===== src/verilog/mds_pkg.sv =====
/*
 * Package of the multichip sync block: register indices, field positions,
 * reset values, mode codes and FIFO geometry.
 * Assumes a 32-bit AXI4-Lite register bus, one word per register index.
 */
package mds_pkg;

    // ------------------------------------------------------------
    // Register indices (byte address is four times the index)
    // ------------------------------------------------------------
    localparam logic [7:0] IDX_SYNC_CTRL = 8'h10;
    localparam logic [7:0] IDX_SYNC_STAT = 8'h12;
    localparam logic [7:0] IDX_CLK_DLY   = 8'h16;
    localparam logic [7:0] IDX_IRQ_STAT  = 8'h20;
    localparam logic [7:0] IDX_IRQ_MASK  = 8'h21;
    localparam logic [7:0] IDX_CLK_CFG   = 8'h22;
    localparam int         ADDR_W        = 12;

    // ------------------------------------------------------------
    // Fields and values
    // ------------------------------------------------------------
    localparam int         CTRL_EN_BIT    = 7;
    localparam int         CTRL_DRATE_BIT = 6;
    localparam int         CTRL_PER_BIT   = 3;
    localparam int         STAT_LOCK_BIT  = 6;
    localparam int         CFG_MULT_BIT   = 0;
    localparam logic [7:0] MODE_DATA_RATE = 8'hc8;
    localparam logic [7:0] MODE_FIFO_RATE = 8'h88;
    localparam logic [7:0] CTRL_RESET     = 8'h00;
    localparam logic [1:0] DLY_RESET      = 2'h0;
    localparam logic [2:0] IRQ_RESET      = 3'h0;
    localparam int         IRQ_W          = 3;
    localparam int         IRQ_LOCK_BIT   = 0;
    localparam int         IRQ_UNLOCK_BIT = 1;
    localparam int         IRQ_FRAME_BIT  = 2;
    localparam logic [1:0] RESP_OKAY      = 2'h0;
    localparam logic [1:0] RESP_SLVERR    = 2'h2;

    // ------------------------------------------------------------
    // FIFO and lock
    // ------------------------------------------------------------
    localparam int         FIFO_DEPTH = 8;
    localparam int         PTR_W      = 3;
    localparam int         DATA_W     = 16;
    localparam logic [2:0] RD_OFFSET  = 3'h4;
    localparam logic [2:0] PHASE_LAST = 3'h7;
    localparam logic [1:0] LOCK_EDGES = 2'h2;
    localparam int         DLY_TAPS   = 4;

    typedef enum logic [1:0] {ST_OFF, ST_ACQ, ST_LOCK} mds_lock_t;

endpackage : mds_pkg


===== src/verilog/mds_sync.sv =====
/*
 * Two-flop synchroniser with rising-edge detect, W bits wide.
 * Assumes inputs are asynchronous to clk; edge detect reads only stage two.
 */
`timescale 1ns/1ps
module mds_sync #(
    parameter int W = 1
) (
    input  wire logic         clk,
    input  wire logic         rst_n,
    input  wire logic [W-1:0] d,
    output logic      [W-1:0] q,
    output logic      [W-1:0] rise
);
    logic [W-1:0] meta_ff;
    logic [W-1:0] q_ff;
    logic [W-1:0] prev_ff;

    always_ff @(posedge clk) begin
        if (!rst_n) begin
            meta_ff <= '0;
            q_ff    <= '0;
            prev_ff <= '0;
        end else begin
            meta_ff <= d;
            q_ff    <= meta_ff;
            prev_ff <= q_ff;
        end
    end

    assign q    = q_ff;
    assign rise = q_ff & ~prev_ff;

endmodule : mds_sync


===== src/verilog/mds_top.sv =====
/*
 * Multichip sync: input FIFO, clock-phase alignment to the sync pulse
 * clock, lock status, frame-strobe FIFO reset, AXI4-Lite registers, IRQ.
 * Assumes the clock, frame and data pins are asynchronous to MCLK and much slower than it.
 */
// Operation
// - Writing 0xc8 to sync control selects data-rate periodic sync
// - Writing 0x88 to sync control selects FIFO-rate periodic sync
// - Status bit 6 high only while phase is locked to sync clock
// - Frame high over one full input clock period resets the FIFO
// - Outputs of synchronized devices update within one sample clock
// - Delay field bits 1:0 select one of four sampling delays
// - FIFO is eight deep; FIFO rate is data rate over eight
// - With clock multiplier only data-rate sync; direct clock allows both
`timescale 1ns/1ps
module mds_top (
    input  wire logic                      MCLK,
    input  wire logic                      NRST,
    input  wire logic                      INPUT_DATA_CLOCK,
    input  wire logic                      SYNC_PULSE_CLOCK,
    input  wire logic                      FRAME,
    input  wire logic [mds_pkg::DATA_W-1:0] DATA_IN,
    output logic      [mds_pkg::DATA_W-1:0] DAC_DATA,
    output logic                           SYNC_LOCKED,
    output logic                           IRQ,
    input  wire logic [mds_pkg::ADDR_W-1:0] S_AXI_AWADDR,
    input  wire logic                      S_AXI_AWVALID,
    output logic                           S_AXI_AWREADY,
    input  wire logic [31:0]               S_AXI_WDATA,
    input  wire logic [3:0]                S_AXI_WSTRB,
    input  wire logic                      S_AXI_WVALID,
    output logic                           S_AXI_WREADY,
    output logic [1:0]                     S_AXI_BRESP,
    output logic                           S_AXI_BVALID,
    input  wire logic                      S_AXI_BREADY,
    input  wire logic [mds_pkg::ADDR_W-1:0] S_AXI_ARADDR,
    input  wire logic                      S_AXI_ARVALID,
    output logic                           S_AXI_ARREADY,
    output logic [31:0]                    S_AXI_RDATA,
    output logic [1:0]                     S_AXI_RRESP,
    output logic                           S_AXI_RVALID,
    input  wire logic                      S_AXI_RREADY
);
    // ------------------------------------------------------------
    // Pin synchronisers
    // ------------------------------------------------------------
    logic [2:0]                 pin_q;
    logic [2:0]                 pin_rise;
    logic [mds_pkg::DATA_W-1:0] data_q;

    mds_sync #(.W(3)) u_pins (
        .clk  (MCLK),
        .rst_n(NRST),
        .d    ({FRAME, SYNC_PULSE_CLOCK, INPUT_DATA_CLOCK}),
        .q    (pin_q),
        .rise (pin_rise)
    );
    mds_sync #(.W(mds_pkg::DATA_W)) u_data (
        .clk  (MCLK),
        .rst_n(NRST),
        .d    (DATA_IN),
        .q    (data_q),
        .rise ()
    );

    logic dci_rise;
    logic sync_rise;
    logic frame_q;
    assign dci_rise  = pin_rise[0];
    assign sync_rise = pin_rise[1];
    assign frame_q   = pin_q[2];

    // ------------------------------------------------------------
    // Registers and mode decode
    // ------------------------------------------------------------
    logic [7:0]               ctrl_ff;
    logic [1:0]               dly_ff;
    logic                     mult_ff;
    logic [mds_pkg::IRQ_W-1:0] irq_stat_ff;
    logic [mds_pkg::IRQ_W-1:0] irq_mask_ff;
    logic                     eff_en;
    logic                     eff_drate;

    assign eff_en    = ctrl_ff[mds_pkg::CTRL_EN_BIT] & ctrl_ff[mds_pkg::CTRL_PER_BIT];
    // Multiplier clocking has no FIFO-rate option, so it falls back
    assign eff_drate = ctrl_ff[mds_pkg::CTRL_DRATE_BIT] | mult_ff;

    // ------------------------------------------------------------
    // Sampling delay and FIFO write
    // ------------------------------------------------------------
    logic [mds_pkg::DLY_TAPS-1:0] dly_sr_ff;
    logic                         sample_tick;
    logic [mds_pkg::DATA_W-1:0]   mem [mds_pkg::FIFO_DEPTH];
    logic [mds_pkg::PTR_W-1:0]    wr_ptr_ff;
    logic [mds_pkg::PTR_W-1:0]    rd_ptr_ff;
    logic                         frame_hi_ff;
    logic                         fifo_rst;
    logic                         realign;

    always_ff @(posedge MCLK) begin
        if (!NRST) begin
            dly_sr_ff <= '0;
        end else begin
            dly_sr_ff <= {dly_sr_ff[mds_pkg::DLY_TAPS-2:0], dci_rise};
        end
    end
    assign sample_tick = dly_sr_ff[dly_ff];

    // A strobe over one full period is seen at one tick; a held one fires once
    assign fifo_rst = sample_tick & frame_q & ~frame_hi_ff;

    always_ff @(posedge MCLK) begin
        if (!NRST) begin
            frame_hi_ff <= 1'b0;
        end else if (sample_tick) begin
            frame_hi_ff <= frame_q;
        end
    end

    always_ff @(posedge MCLK) begin
        if (sample_tick) begin
            mem[wr_ptr_ff] <= data_q;
        end
    end

    // ------------------------------------------------------------
    // Clock generation phase and lock
    // ------------------------------------------------------------
    logic [mds_pkg::PTR_W-1:0] phase_ff;
    mds_pkg::mds_lock_t        lock_st_ff;
    logic [1:0]                good_cnt_ff;
    logic                      edge_good;
    logic                      lock_ff;
    logic                      ctrl_wr;

    // FIFO-rate edges must land on a wrap of the eight-deep phase
    assign edge_good = eff_drate | (phase_ff == '0);
    // Data-rate mode re-centres the read side on every sync edge
    assign realign   = eff_en & sync_rise & (eff_drate | ~edge_good);

    always_ff @(posedge MCLK) begin
        if (!NRST || fifo_rst) begin
            wr_ptr_ff <= '0;
            rd_ptr_ff <= mds_pkg::RD_OFFSET;
        end else if (realign && sample_tick) begin
            // Keep the word written on this tick
            wr_ptr_ff <= wr_ptr_ff + 3'h1;
            rd_ptr_ff <= wr_ptr_ff + 3'h1 - mds_pkg::RD_OFFSET;
        end else if (realign) begin
            rd_ptr_ff <= wr_ptr_ff - mds_pkg::RD_OFFSET;
        end else if (sample_tick) begin
            wr_ptr_ff <= wr_ptr_ff + 3'h1;
            rd_ptr_ff <= rd_ptr_ff + 3'h1;
        end
    end

    always_ff @(posedge MCLK) begin
        if (!NRST || realign) begin
            phase_ff <= '0;
        end else if (sample_tick) begin
            phase_ff <= phase_ff + 3'h1;
        end
    end

    always_ff @(posedge MCLK) begin
        if (!NRST || ctrl_wr || !eff_en) begin
            lock_st_ff  <= mds_pkg::ST_OFF;
            good_cnt_ff <= '0;
        end else if (sync_rise) begin
            unique case (lock_st_ff)
                mds_pkg::ST_OFF: begin
                    lock_st_ff  <= mds_pkg::ST_ACQ;
                    good_cnt_ff <= '0;
                end
                mds_pkg::ST_ACQ: begin
                    good_cnt_ff <= edge_good ? good_cnt_ff + 2'h1 : 2'h0;
                    if (edge_good && good_cnt_ff + 2'h1 == mds_pkg::LOCK_EDGES) begin
                        lock_st_ff <= mds_pkg::ST_LOCK;
                    end
                end
                mds_pkg::ST_LOCK: begin
                    if (!edge_good) begin
                        lock_st_ff  <= mds_pkg::ST_ACQ;
                        good_cnt_ff <= '0;
                    end
                end
            endcase
        end
    end

    always_ff @(posedge MCLK) begin
        if (!NRST) begin
            lock_ff <= 1'b0;
        end else begin
            // A mode write drops the bit at once, not one cycle late
            lock_ff <= (lock_st_ff == mds_pkg::ST_LOCK) && !ctrl_wr;
        end
    end
    assign SYNC_LOCKED = lock_ff;

    // ------------------------------------------------------------
    // FIFO read and output word
    // ------------------------------------------------------------
    // Read on the same tick as write: a fixed latency keeps devices aligned
    always_ff @(posedge MCLK) begin
        if (!NRST) begin
            DAC_DATA <= '0;
        end else if (sample_tick) begin
            DAC_DATA <= mem[rd_ptr_ff];
        end
    end

    // ------------------------------------------------------------
    // AXI4-Lite slave
    // ------------------------------------------------------------
    logic                      aw_got_ff;
    logic                      w_got_ff;
    logic [7:0]                aw_idx_ff;
    logic [31:0]               wdata_ff;
    logic                      wstrb0_ff;
    logic                      wr_do;
    logic [mds_pkg::IRQ_W-1:0] irq_set;
    logic [mds_pkg::IRQ_W-1:0] irq_clr;

    assign S_AXI_AWREADY = ~aw_got_ff;
    assign S_AXI_WREADY  = ~w_got_ff;
    assign wr_do   = aw_got_ff & w_got_ff & ~S_AXI_BVALID;
    assign ctrl_wr = wr_do & wstrb0_ff & (aw_idx_ff == mds_pkg::IDX_SYNC_CTRL);

    always_ff @(posedge MCLK) begin
        if (!NRST) begin
            aw_got_ff    <= 1'b0;
            w_got_ff     <= 1'b0;
            aw_idx_ff    <= '0;
            wdata_ff     <= '0;
            wstrb0_ff    <= 1'b0;
            S_AXI_BVALID <= 1'b0;
            S_AXI_BRESP  <= mds_pkg::RESP_OKAY;
        end else begin
            if (S_AXI_AWVALID && !aw_got_ff) begin
                aw_got_ff <= 1'b1;
                aw_idx_ff <= S_AXI_AWADDR[9:2];
            end
            if (S_AXI_WVALID && !w_got_ff) begin
                w_got_ff  <= 1'b1;
                wdata_ff  <= S_AXI_WDATA;
                wstrb0_ff <= S_AXI_WSTRB[0];
            end
            if (wr_do) begin
                S_AXI_BVALID <= 1'b1;
                S_AXI_BRESP  <= (aw_idx_ff == mds_pkg::IDX_SYNC_CTRL ||
                                 aw_idx_ff == mds_pkg::IDX_SYNC_STAT ||
                                 aw_idx_ff == mds_pkg::IDX_CLK_DLY   ||
                                 aw_idx_ff == mds_pkg::IDX_IRQ_STAT  ||
                                 aw_idx_ff == mds_pkg::IDX_IRQ_MASK  ||
                                 aw_idx_ff == mds_pkg::IDX_CLK_CFG) ?
                                mds_pkg::RESP_OKAY : mds_pkg::RESP_SLVERR;
            end else if (S_AXI_BVALID && S_AXI_BREADY) begin
                S_AXI_BVALID <= 1'b0;
                aw_got_ff    <= 1'b0;
                w_got_ff     <= 1'b0;
            end
        end
    end

    always_ff @(posedge MCLK) begin
        if (!NRST) begin
            ctrl_ff     <= mds_pkg::CTRL_RESET;
            dly_ff      <= mds_pkg::DLY_RESET;
            mult_ff     <= 1'b0;
            irq_mask_ff <= mds_pkg::IRQ_RESET;
        end else if (wr_do && wstrb0_ff) begin
            unique case (aw_idx_ff)
                mds_pkg::IDX_SYNC_CTRL: ctrl_ff     <= wdata_ff[7:0];
                mds_pkg::IDX_CLK_DLY:   dly_ff      <= wdata_ff[1:0];
                mds_pkg::IDX_CLK_CFG:   mult_ff     <= wdata_ff[mds_pkg::CFG_MULT_BIT];
                mds_pkg::IDX_IRQ_MASK:  irq_mask_ff <= wdata_ff[mds_pkg::IRQ_W-1:0];
                default: begin
                end
            endcase
        end
    end

    // Interrupt status: write one to clear, a same-cycle event wins
    assign irq_set = {fifo_rst,
                      lock_ff & ((lock_st_ff != mds_pkg::ST_LOCK) | ctrl_wr),
                      ~lock_ff & (lock_st_ff == mds_pkg::ST_LOCK) & ~ctrl_wr};
    assign irq_clr = (wr_do && wstrb0_ff && aw_idx_ff == mds_pkg::IDX_IRQ_STAT) ?
                     wdata_ff[mds_pkg::IRQ_W-1:0] : '0;

    always_ff @(posedge MCLK) begin
        if (!NRST) begin
            irq_stat_ff <= mds_pkg::IRQ_RESET;
            IRQ         <= 1'b0;
        end else begin
            irq_stat_ff <= (irq_stat_ff & ~irq_clr) | irq_set;
            IRQ         <= |(((irq_stat_ff & ~irq_clr) | irq_set) & irq_mask_ff);
        end
    end

    always_ff @(posedge MCLK) begin
        if (!NRST) begin
            S_AXI_ARREADY <= 1'b1;
            S_AXI_RVALID  <= 1'b0;
            S_AXI_RDATA   <= '0;
            S_AXI_RRESP   <= mds_pkg::RESP_OKAY;
        end else if (S_AXI_ARVALID && S_AXI_ARREADY) begin
            S_AXI_ARREADY <= 1'b0;
            S_AXI_RVALID  <= 1'b1;
            S_AXI_RRESP   <= mds_pkg::RESP_OKAY;
            unique case (S_AXI_ARADDR[9:2])
                mds_pkg::IDX_SYNC_CTRL: S_AXI_RDATA <= {24'h0, ctrl_ff};
                mds_pkg::IDX_SYNC_STAT: S_AXI_RDATA <= {25'h0, lock_ff, 6'h0};
                mds_pkg::IDX_CLK_DLY:   S_AXI_RDATA <= {30'h0, dly_ff};
                mds_pkg::IDX_IRQ_STAT:  S_AXI_RDATA <= {29'h0, irq_stat_ff};
                mds_pkg::IDX_IRQ_MASK:  S_AXI_RDATA <= {29'h0, irq_mask_ff};
                mds_pkg::IDX_CLK_CFG:   S_AXI_RDATA <= {31'h0, mult_ff};
                default: begin
                    S_AXI_RDATA <= '0;
                    S_AXI_RRESP <= mds_pkg::RESP_SLVERR;
                end
            endcase
        end else if (S_AXI_RVALID && S_AXI_RREADY) begin
            S_AXI_RVALID  <= 1'b0;
            S_AXI_ARREADY <= 1'b1;
        end
    end
endmodule : mds_top


===== config.mk =====
export PLATFORM = sky130hd
export DESIGN_NAME = mds_top
export DESIGN_NICKNAME = d
export VERILOG_FILES = /design/src/verilog/mds_pkg.sv /design/src/verilog/mds_sync.sv /design/src/verilog/mds_top.sv
export SDC_FILE = /design/constraint.sdc
export NUM_CORES = 1
export LEC_CHECK = 0
export BUFFER_PORTS_ARGS = -buffer_cell sky130_fd_sc_hd__buf_2
export CORE_ASPECT_RATIO = 0.9
export CORE_MARGIN = 2
export CORE_UTILIZATION = 32
export DETAILED_ROUTE_END_ITERATION = 10
export GPL_TIMING_DRIVEN = 1
export REMOVE_ABC_BUFFERS = 1
export SETUP_SLACK_MARGIN = 0.1
export SLEW_MARGIN = 20
export SYNTH_ARGS = -nofsm -noshare
export SYNTH_HDL_FRONTEND = slang
export SYNTH_HIERARCHICAL = 1
export SYNTH_SLANG_ARGS = --single-unit

===== constraint.sdc =====
create_clock -name MCLK -period 8.29 [get_ports MCLK]
set_input_delay 0.4145 -clock MCLK [delete_from_list [all_inputs] [get_ports MCLK]]
set_output_delay 0.4145 -clock MCLK [all_outputs]
set_load 0.1 [all_outputs]

Word level (Yosys, flattened, before mapping) --
Memories as Yosys holds them, arrays and structs flattened. A register that Yosys moved wholly into a read port is not among the register bits. Index checks and enable logic that the tools add are counted.
Storage, ports and cells: register bits after elaboration 135, RAM bits 128, output and inout port bits 59, logic and storage cells 158, memories kept 1
Memory list:
- mem | depth 8, bits a word 16, rd ports 1, clocked after memory_dff 1, wr ports 1, line mds_top.sv:93 | logic [mds_pkg::DATA_W-1:0] mem [mds_pkg::FIFO_DEPTH];
Operators by class: $add $sub $neg 6, order comparisons 1, equal/unequal tests 19, multiplexer cells 32, bitwise logic cells 29, reduce and logical (&&, ||, !) cells 40
Operators by type and width (count):
- $eq 8x5->1 const B | 6
- $eq 8x6->1 const B | 6
- $pmux 8 s6 | 1
- $mux 3 | 7
- $mux 1 | 15
- $and 1x1->1 | 12
- $mux 2 | 6
- $pmux 2 s3 | 2
- $reduce_and 2->1 | 6
- $logic_and 1x1->1 | 10
- $add 3x1->3 const B | 3
- $logic_or 1x1->1 | 9
- $not 1->1 | 7
- $and 3x3->3 | 2
- $logic_not 1->1 | 6
- $ne 2x2->1 const B | 3
- $reduce_bool 2->1 | 3
- $reduce_or 6->1 | 1
- $sub 3x3->3 const B | 2
- $eq 2x2->1 const B | 2
- $or 1x1->1 | 4
- $logic_not 3->1 | 1
- $lt 2x3->1 const B | 1
- $not 3->3 | 1
- other kinds (11) | 11

Longest topological paths before layout --
depth in word-level cells 10, gate-level depth with buffers 7, depth with buffers taken out 7

Modules after synthesis --
Netlist, hierarchy kept.
By module, submodules not included:
- mds_top | instances 1, cells each 599, area each 8485.6 um^2, sequential area each 5545.3 um^2
- mds_sync at u_data | instances 1, cells each 117, area each 1405.1 um^2, sequential area each 960.9 um^2
- mds_sync at u_pins | instances 1, cells each 21, area each 255.2 um^2, sequential area each 180.2 um^2

Least setup slack after synthesis --
OpenSTA, ideal clock, no wires.
path type reg2reg, from reg dly_ff[0], to mem mem[4][0] (netlist name) (enable), setup time 0.409 ns, arrival time 2.295 ns, path slack 5.586 ns, stages on the path, launching flop included 6, path buffers 2, path through dfxtp_1 mux4_2 buf_2 buf_2 nand2_1 nor3_1
Between the ends: longest elaborated chain between the ends 4
RTL lines:
- from (decl) | line mds_top.sv:77 | logic [1:0] dly_ff;
- from (signal assigned) | line mds_top.sv:269 | dly_ff <= mds_pkg::DLY_RESET;
- from (signal assigned) | line mds_top.sv:275 | mds_pkg::IDX_CLK_DLY: dly_ff <= wdata_ff[1:0];
- $bmux 1 s2 | line mds_top.sv:107 | assign sample_tick = dly_sr_ff[dly_ff];
- $mux 1 (not written as such) | line mds_top.sv:107
- $mux 1 | line mds_top.sv:121 | if (sample_tick) begin
- $mux 1 (not written as such) | line mds_top.sv:122 | mem[wr_ptr_ff] <= data_q;
- to (decl) | line mds_top.sv:93
No other way between the ends. The select of a mux whose other input is x is not followed.

Final worst setup path --
from reg dly_ff[0], to mem mem[6][4] (netlist name) (enable)
Same word-level chain as after synthesis.

==> metrics.txt <==
reg2reg end=mem[6][4]; Fillers=a little under 3,000; reg-to-reg slack, setup=5.22 ns; RSZ-0062 raised after global routing=false; clock skew=0.0135 ns; critical path capture point type=flip-flop; nets=860; final wirelength=18.1 mm; deepest clock path buffer count=3; VDD IR max=0.161 mV; M3 GR Usage=0.0236; slack of the critical path=5.22 ns; Min-Delay Path Class=input port to flip-flop; Hold Path Origin=DATA_IN[14]; hpwl dp=11.0 mm; Resize count post-CTS=0; DIE WIDTH=187 um; Rel. slew slack=0.305; largest net degree at the start of global routing=54; H-tree Lvls=1; final setup violating endpoints=0; worst slew pin tran=1.04 ns; initial antenna violation count=0; DR pass1 iterations=4; reg-to-reg startpoint=dly_ff[0]; Synth Instances=686; PwrDens=241 nW/um2; CTS root buffer=clkbuf_16; CTS Sinks=between 200 and 300; vias in the first global route=5,239; Reg2Reg Depth=4; syn_area_per_cell=14.0 um2; final hold violations=0; Min Hold Slack=approximately 0.077 ns; Core Footprint=29,700 um2; status=complete, no violations; Pins Over Slew Limit=0; Inserted Clock Buffers=27; Hold Crit Depth=2; max_cap viols=0; Synth Cell Area=9590 um2; DRT iter0 DRCs=325; Initial Util=0.323; Peak Freq=325 MHz; final setup TNS=0 ns; grt met1 use=0.149; Req. time, crit path=8.53 ns; ANT cells=0; drt via density=4.48; DR WL/cell=~15 um; Global Route met2 Usage=0.191; Final Cycle Share=0.371; CP Launch Type=flip-flop; Final Power=2.71 mW; CTS Hold Bufs=0; Syn-to-layout area delta=17.0%; DRT antenna net count=0; I/O Buffers=83; Crit Path Max Fanout=47; Tmin final=3.07 ns; num rows=60; Worst EP arrival=roughly 3.3 ns; grt peak-use layer=met2; gp weighted congestion=0.774; clock-pin slew on the worst setup and hold paths=0.06 ns; Lkg Pwr=4.05 nW; Worst Hold Path EP=u_data/meta_ff[14]; Final Non-Filler Cells=1,193; layout cells sized above 1=0.235; GRT Residual Overflow=0; chip height=168 um; clk_lat worst skew=0.54 ns; Post-CTS Setup Inserts=0; first-pass GRT wire length=28.3 mm; GRT Resource Usage Total=0.114; Placed Area=10,300 um2; pre-CTS WS=5.18 ns; post-route cell area=11,200 um2; Layout Utilization=0.377; crit path kind=flip-flop to flip-flop; CTS tree=built; placed cells=roughly 1,100; die area=31,400 um2; Yosys warnings=6; Vias=5,345; residual DRC count=0; I/O pins=145
worst max path at each step:
stage	end	cells after the start	startpoint	slack [ns]
after floorplan	mem[4][0]	3	dly_ff[0]	5.41
after global placement	mem[7][13]	4	dly_ff[0]	5.22
after detailed placement	mem[3][11]	3	dly_ff[0]	5.18
after CTS	mem[3][7]	3	dly_ff[0]	5.17
after global routing	mem[6][8]	4	dly_ff[0]	4.98
final	mem[6][4]	4	dly_ff[0]	5.22
routing by layer:
metal | part of all wire | routed length [um] | vias up
met4 | 0.019 | 352 | 0
met5 | 0 | 0 | -
li1 | - | - | 2602
met2 | 0.48 | 8740 | 102
met1 | 0.45 | 8220 | 2616
met3 | 0.044 | 803 | 25
cells in the final DEF (no fill, tap or decap), types with 3 or more instances in the layout:
| cell type | count |
|---|---|
| and2_1 | 45 |
| conb_1 | 26 |
| o21ai_0 | 5 |
| a21oi_1 | 24 |
| mux4_2 | 33 |
| clkinvlp_4 | 4 |
| xor2_1 | 3 |
| clkinv_2 | 6 |
| nand3b_1 | 3 |
| a22oi_1 | 3 |
| a211oi_1 | 19 |
| nand2_1 | 34 |
| inv_1 | 9 |
| edfxtp_1 | 128 |
| buf_2 | 83 |
| ha_1 | 5 |
| clkbuf_8 | 3 |
| dfxtp_1 | 124 |
| clkbuf_16 | 28 |
| nor3_1 | 6 |
| buf_4 | 8 |
| nand3_1 | 7 |
| clkbuf_1 | 3 |
| nor2_1 | 70 |
| nand2b_1 | 10 |
| mux2i_1 | 44 |
| nor2b_1 | 5 |
power breakdown:
part | total (mW) | switching, mW | internal, mW | leakage [nW]
clock | 1.18 | 0.497 | 0.682 | 0.430
combinational | 0.178 | 0.139 | 0.0394 | 1.41
sequential | 1.35 | 0.0163 | 1.33 | 2.20
critical path: stages (launching register included):
cell     delay [ns]
dfxtp_1        0.34
mux4_2         1.01
nand2_1        0.32
nor2_1         0.74
buf_4          0.35
area by class of cell:
| type | count | area (um2) | area share |
|---|---|---|---|
| clock buffer | 34 | 753 | 0.0671 |
| clock inverter | 16 | 135 | 0.0120 |
| inverter | 10 | 37.5 | 0.00335 |
| multi-input combinational | 386 | 2970 | 0.264 |
| sequential | 253 | 6350 | 0.566 |
| tap | 403 | 504 | 0.0449 |
| timing repair buffer | 91 | 475 | 0.0424 |
state kept, by name (all words and copies together), names as in the netlist, 2 cells and up:
name,flops
mem,128
DAC_DATA,16
u_data/meta_ff,16
u_data/q,16
S_AXI_RDATA,8
aw_idx_ff,8
ctrl_ff,8
wdata_ff,8
dly_sr_ff,4
irq_mask_ff,3
irq_stat_ff,3
phase_ff,3
rd_ptr_ff,3
u_pins/meta_ff,3
u_pins/q,3
wr_ptr_ff,3
dly_ff,2
good_cnt_ff,2
lock_st_ff,2
u_pins/prev_ff,2
No activity file was read; power rests on OpenSTA's default activity.
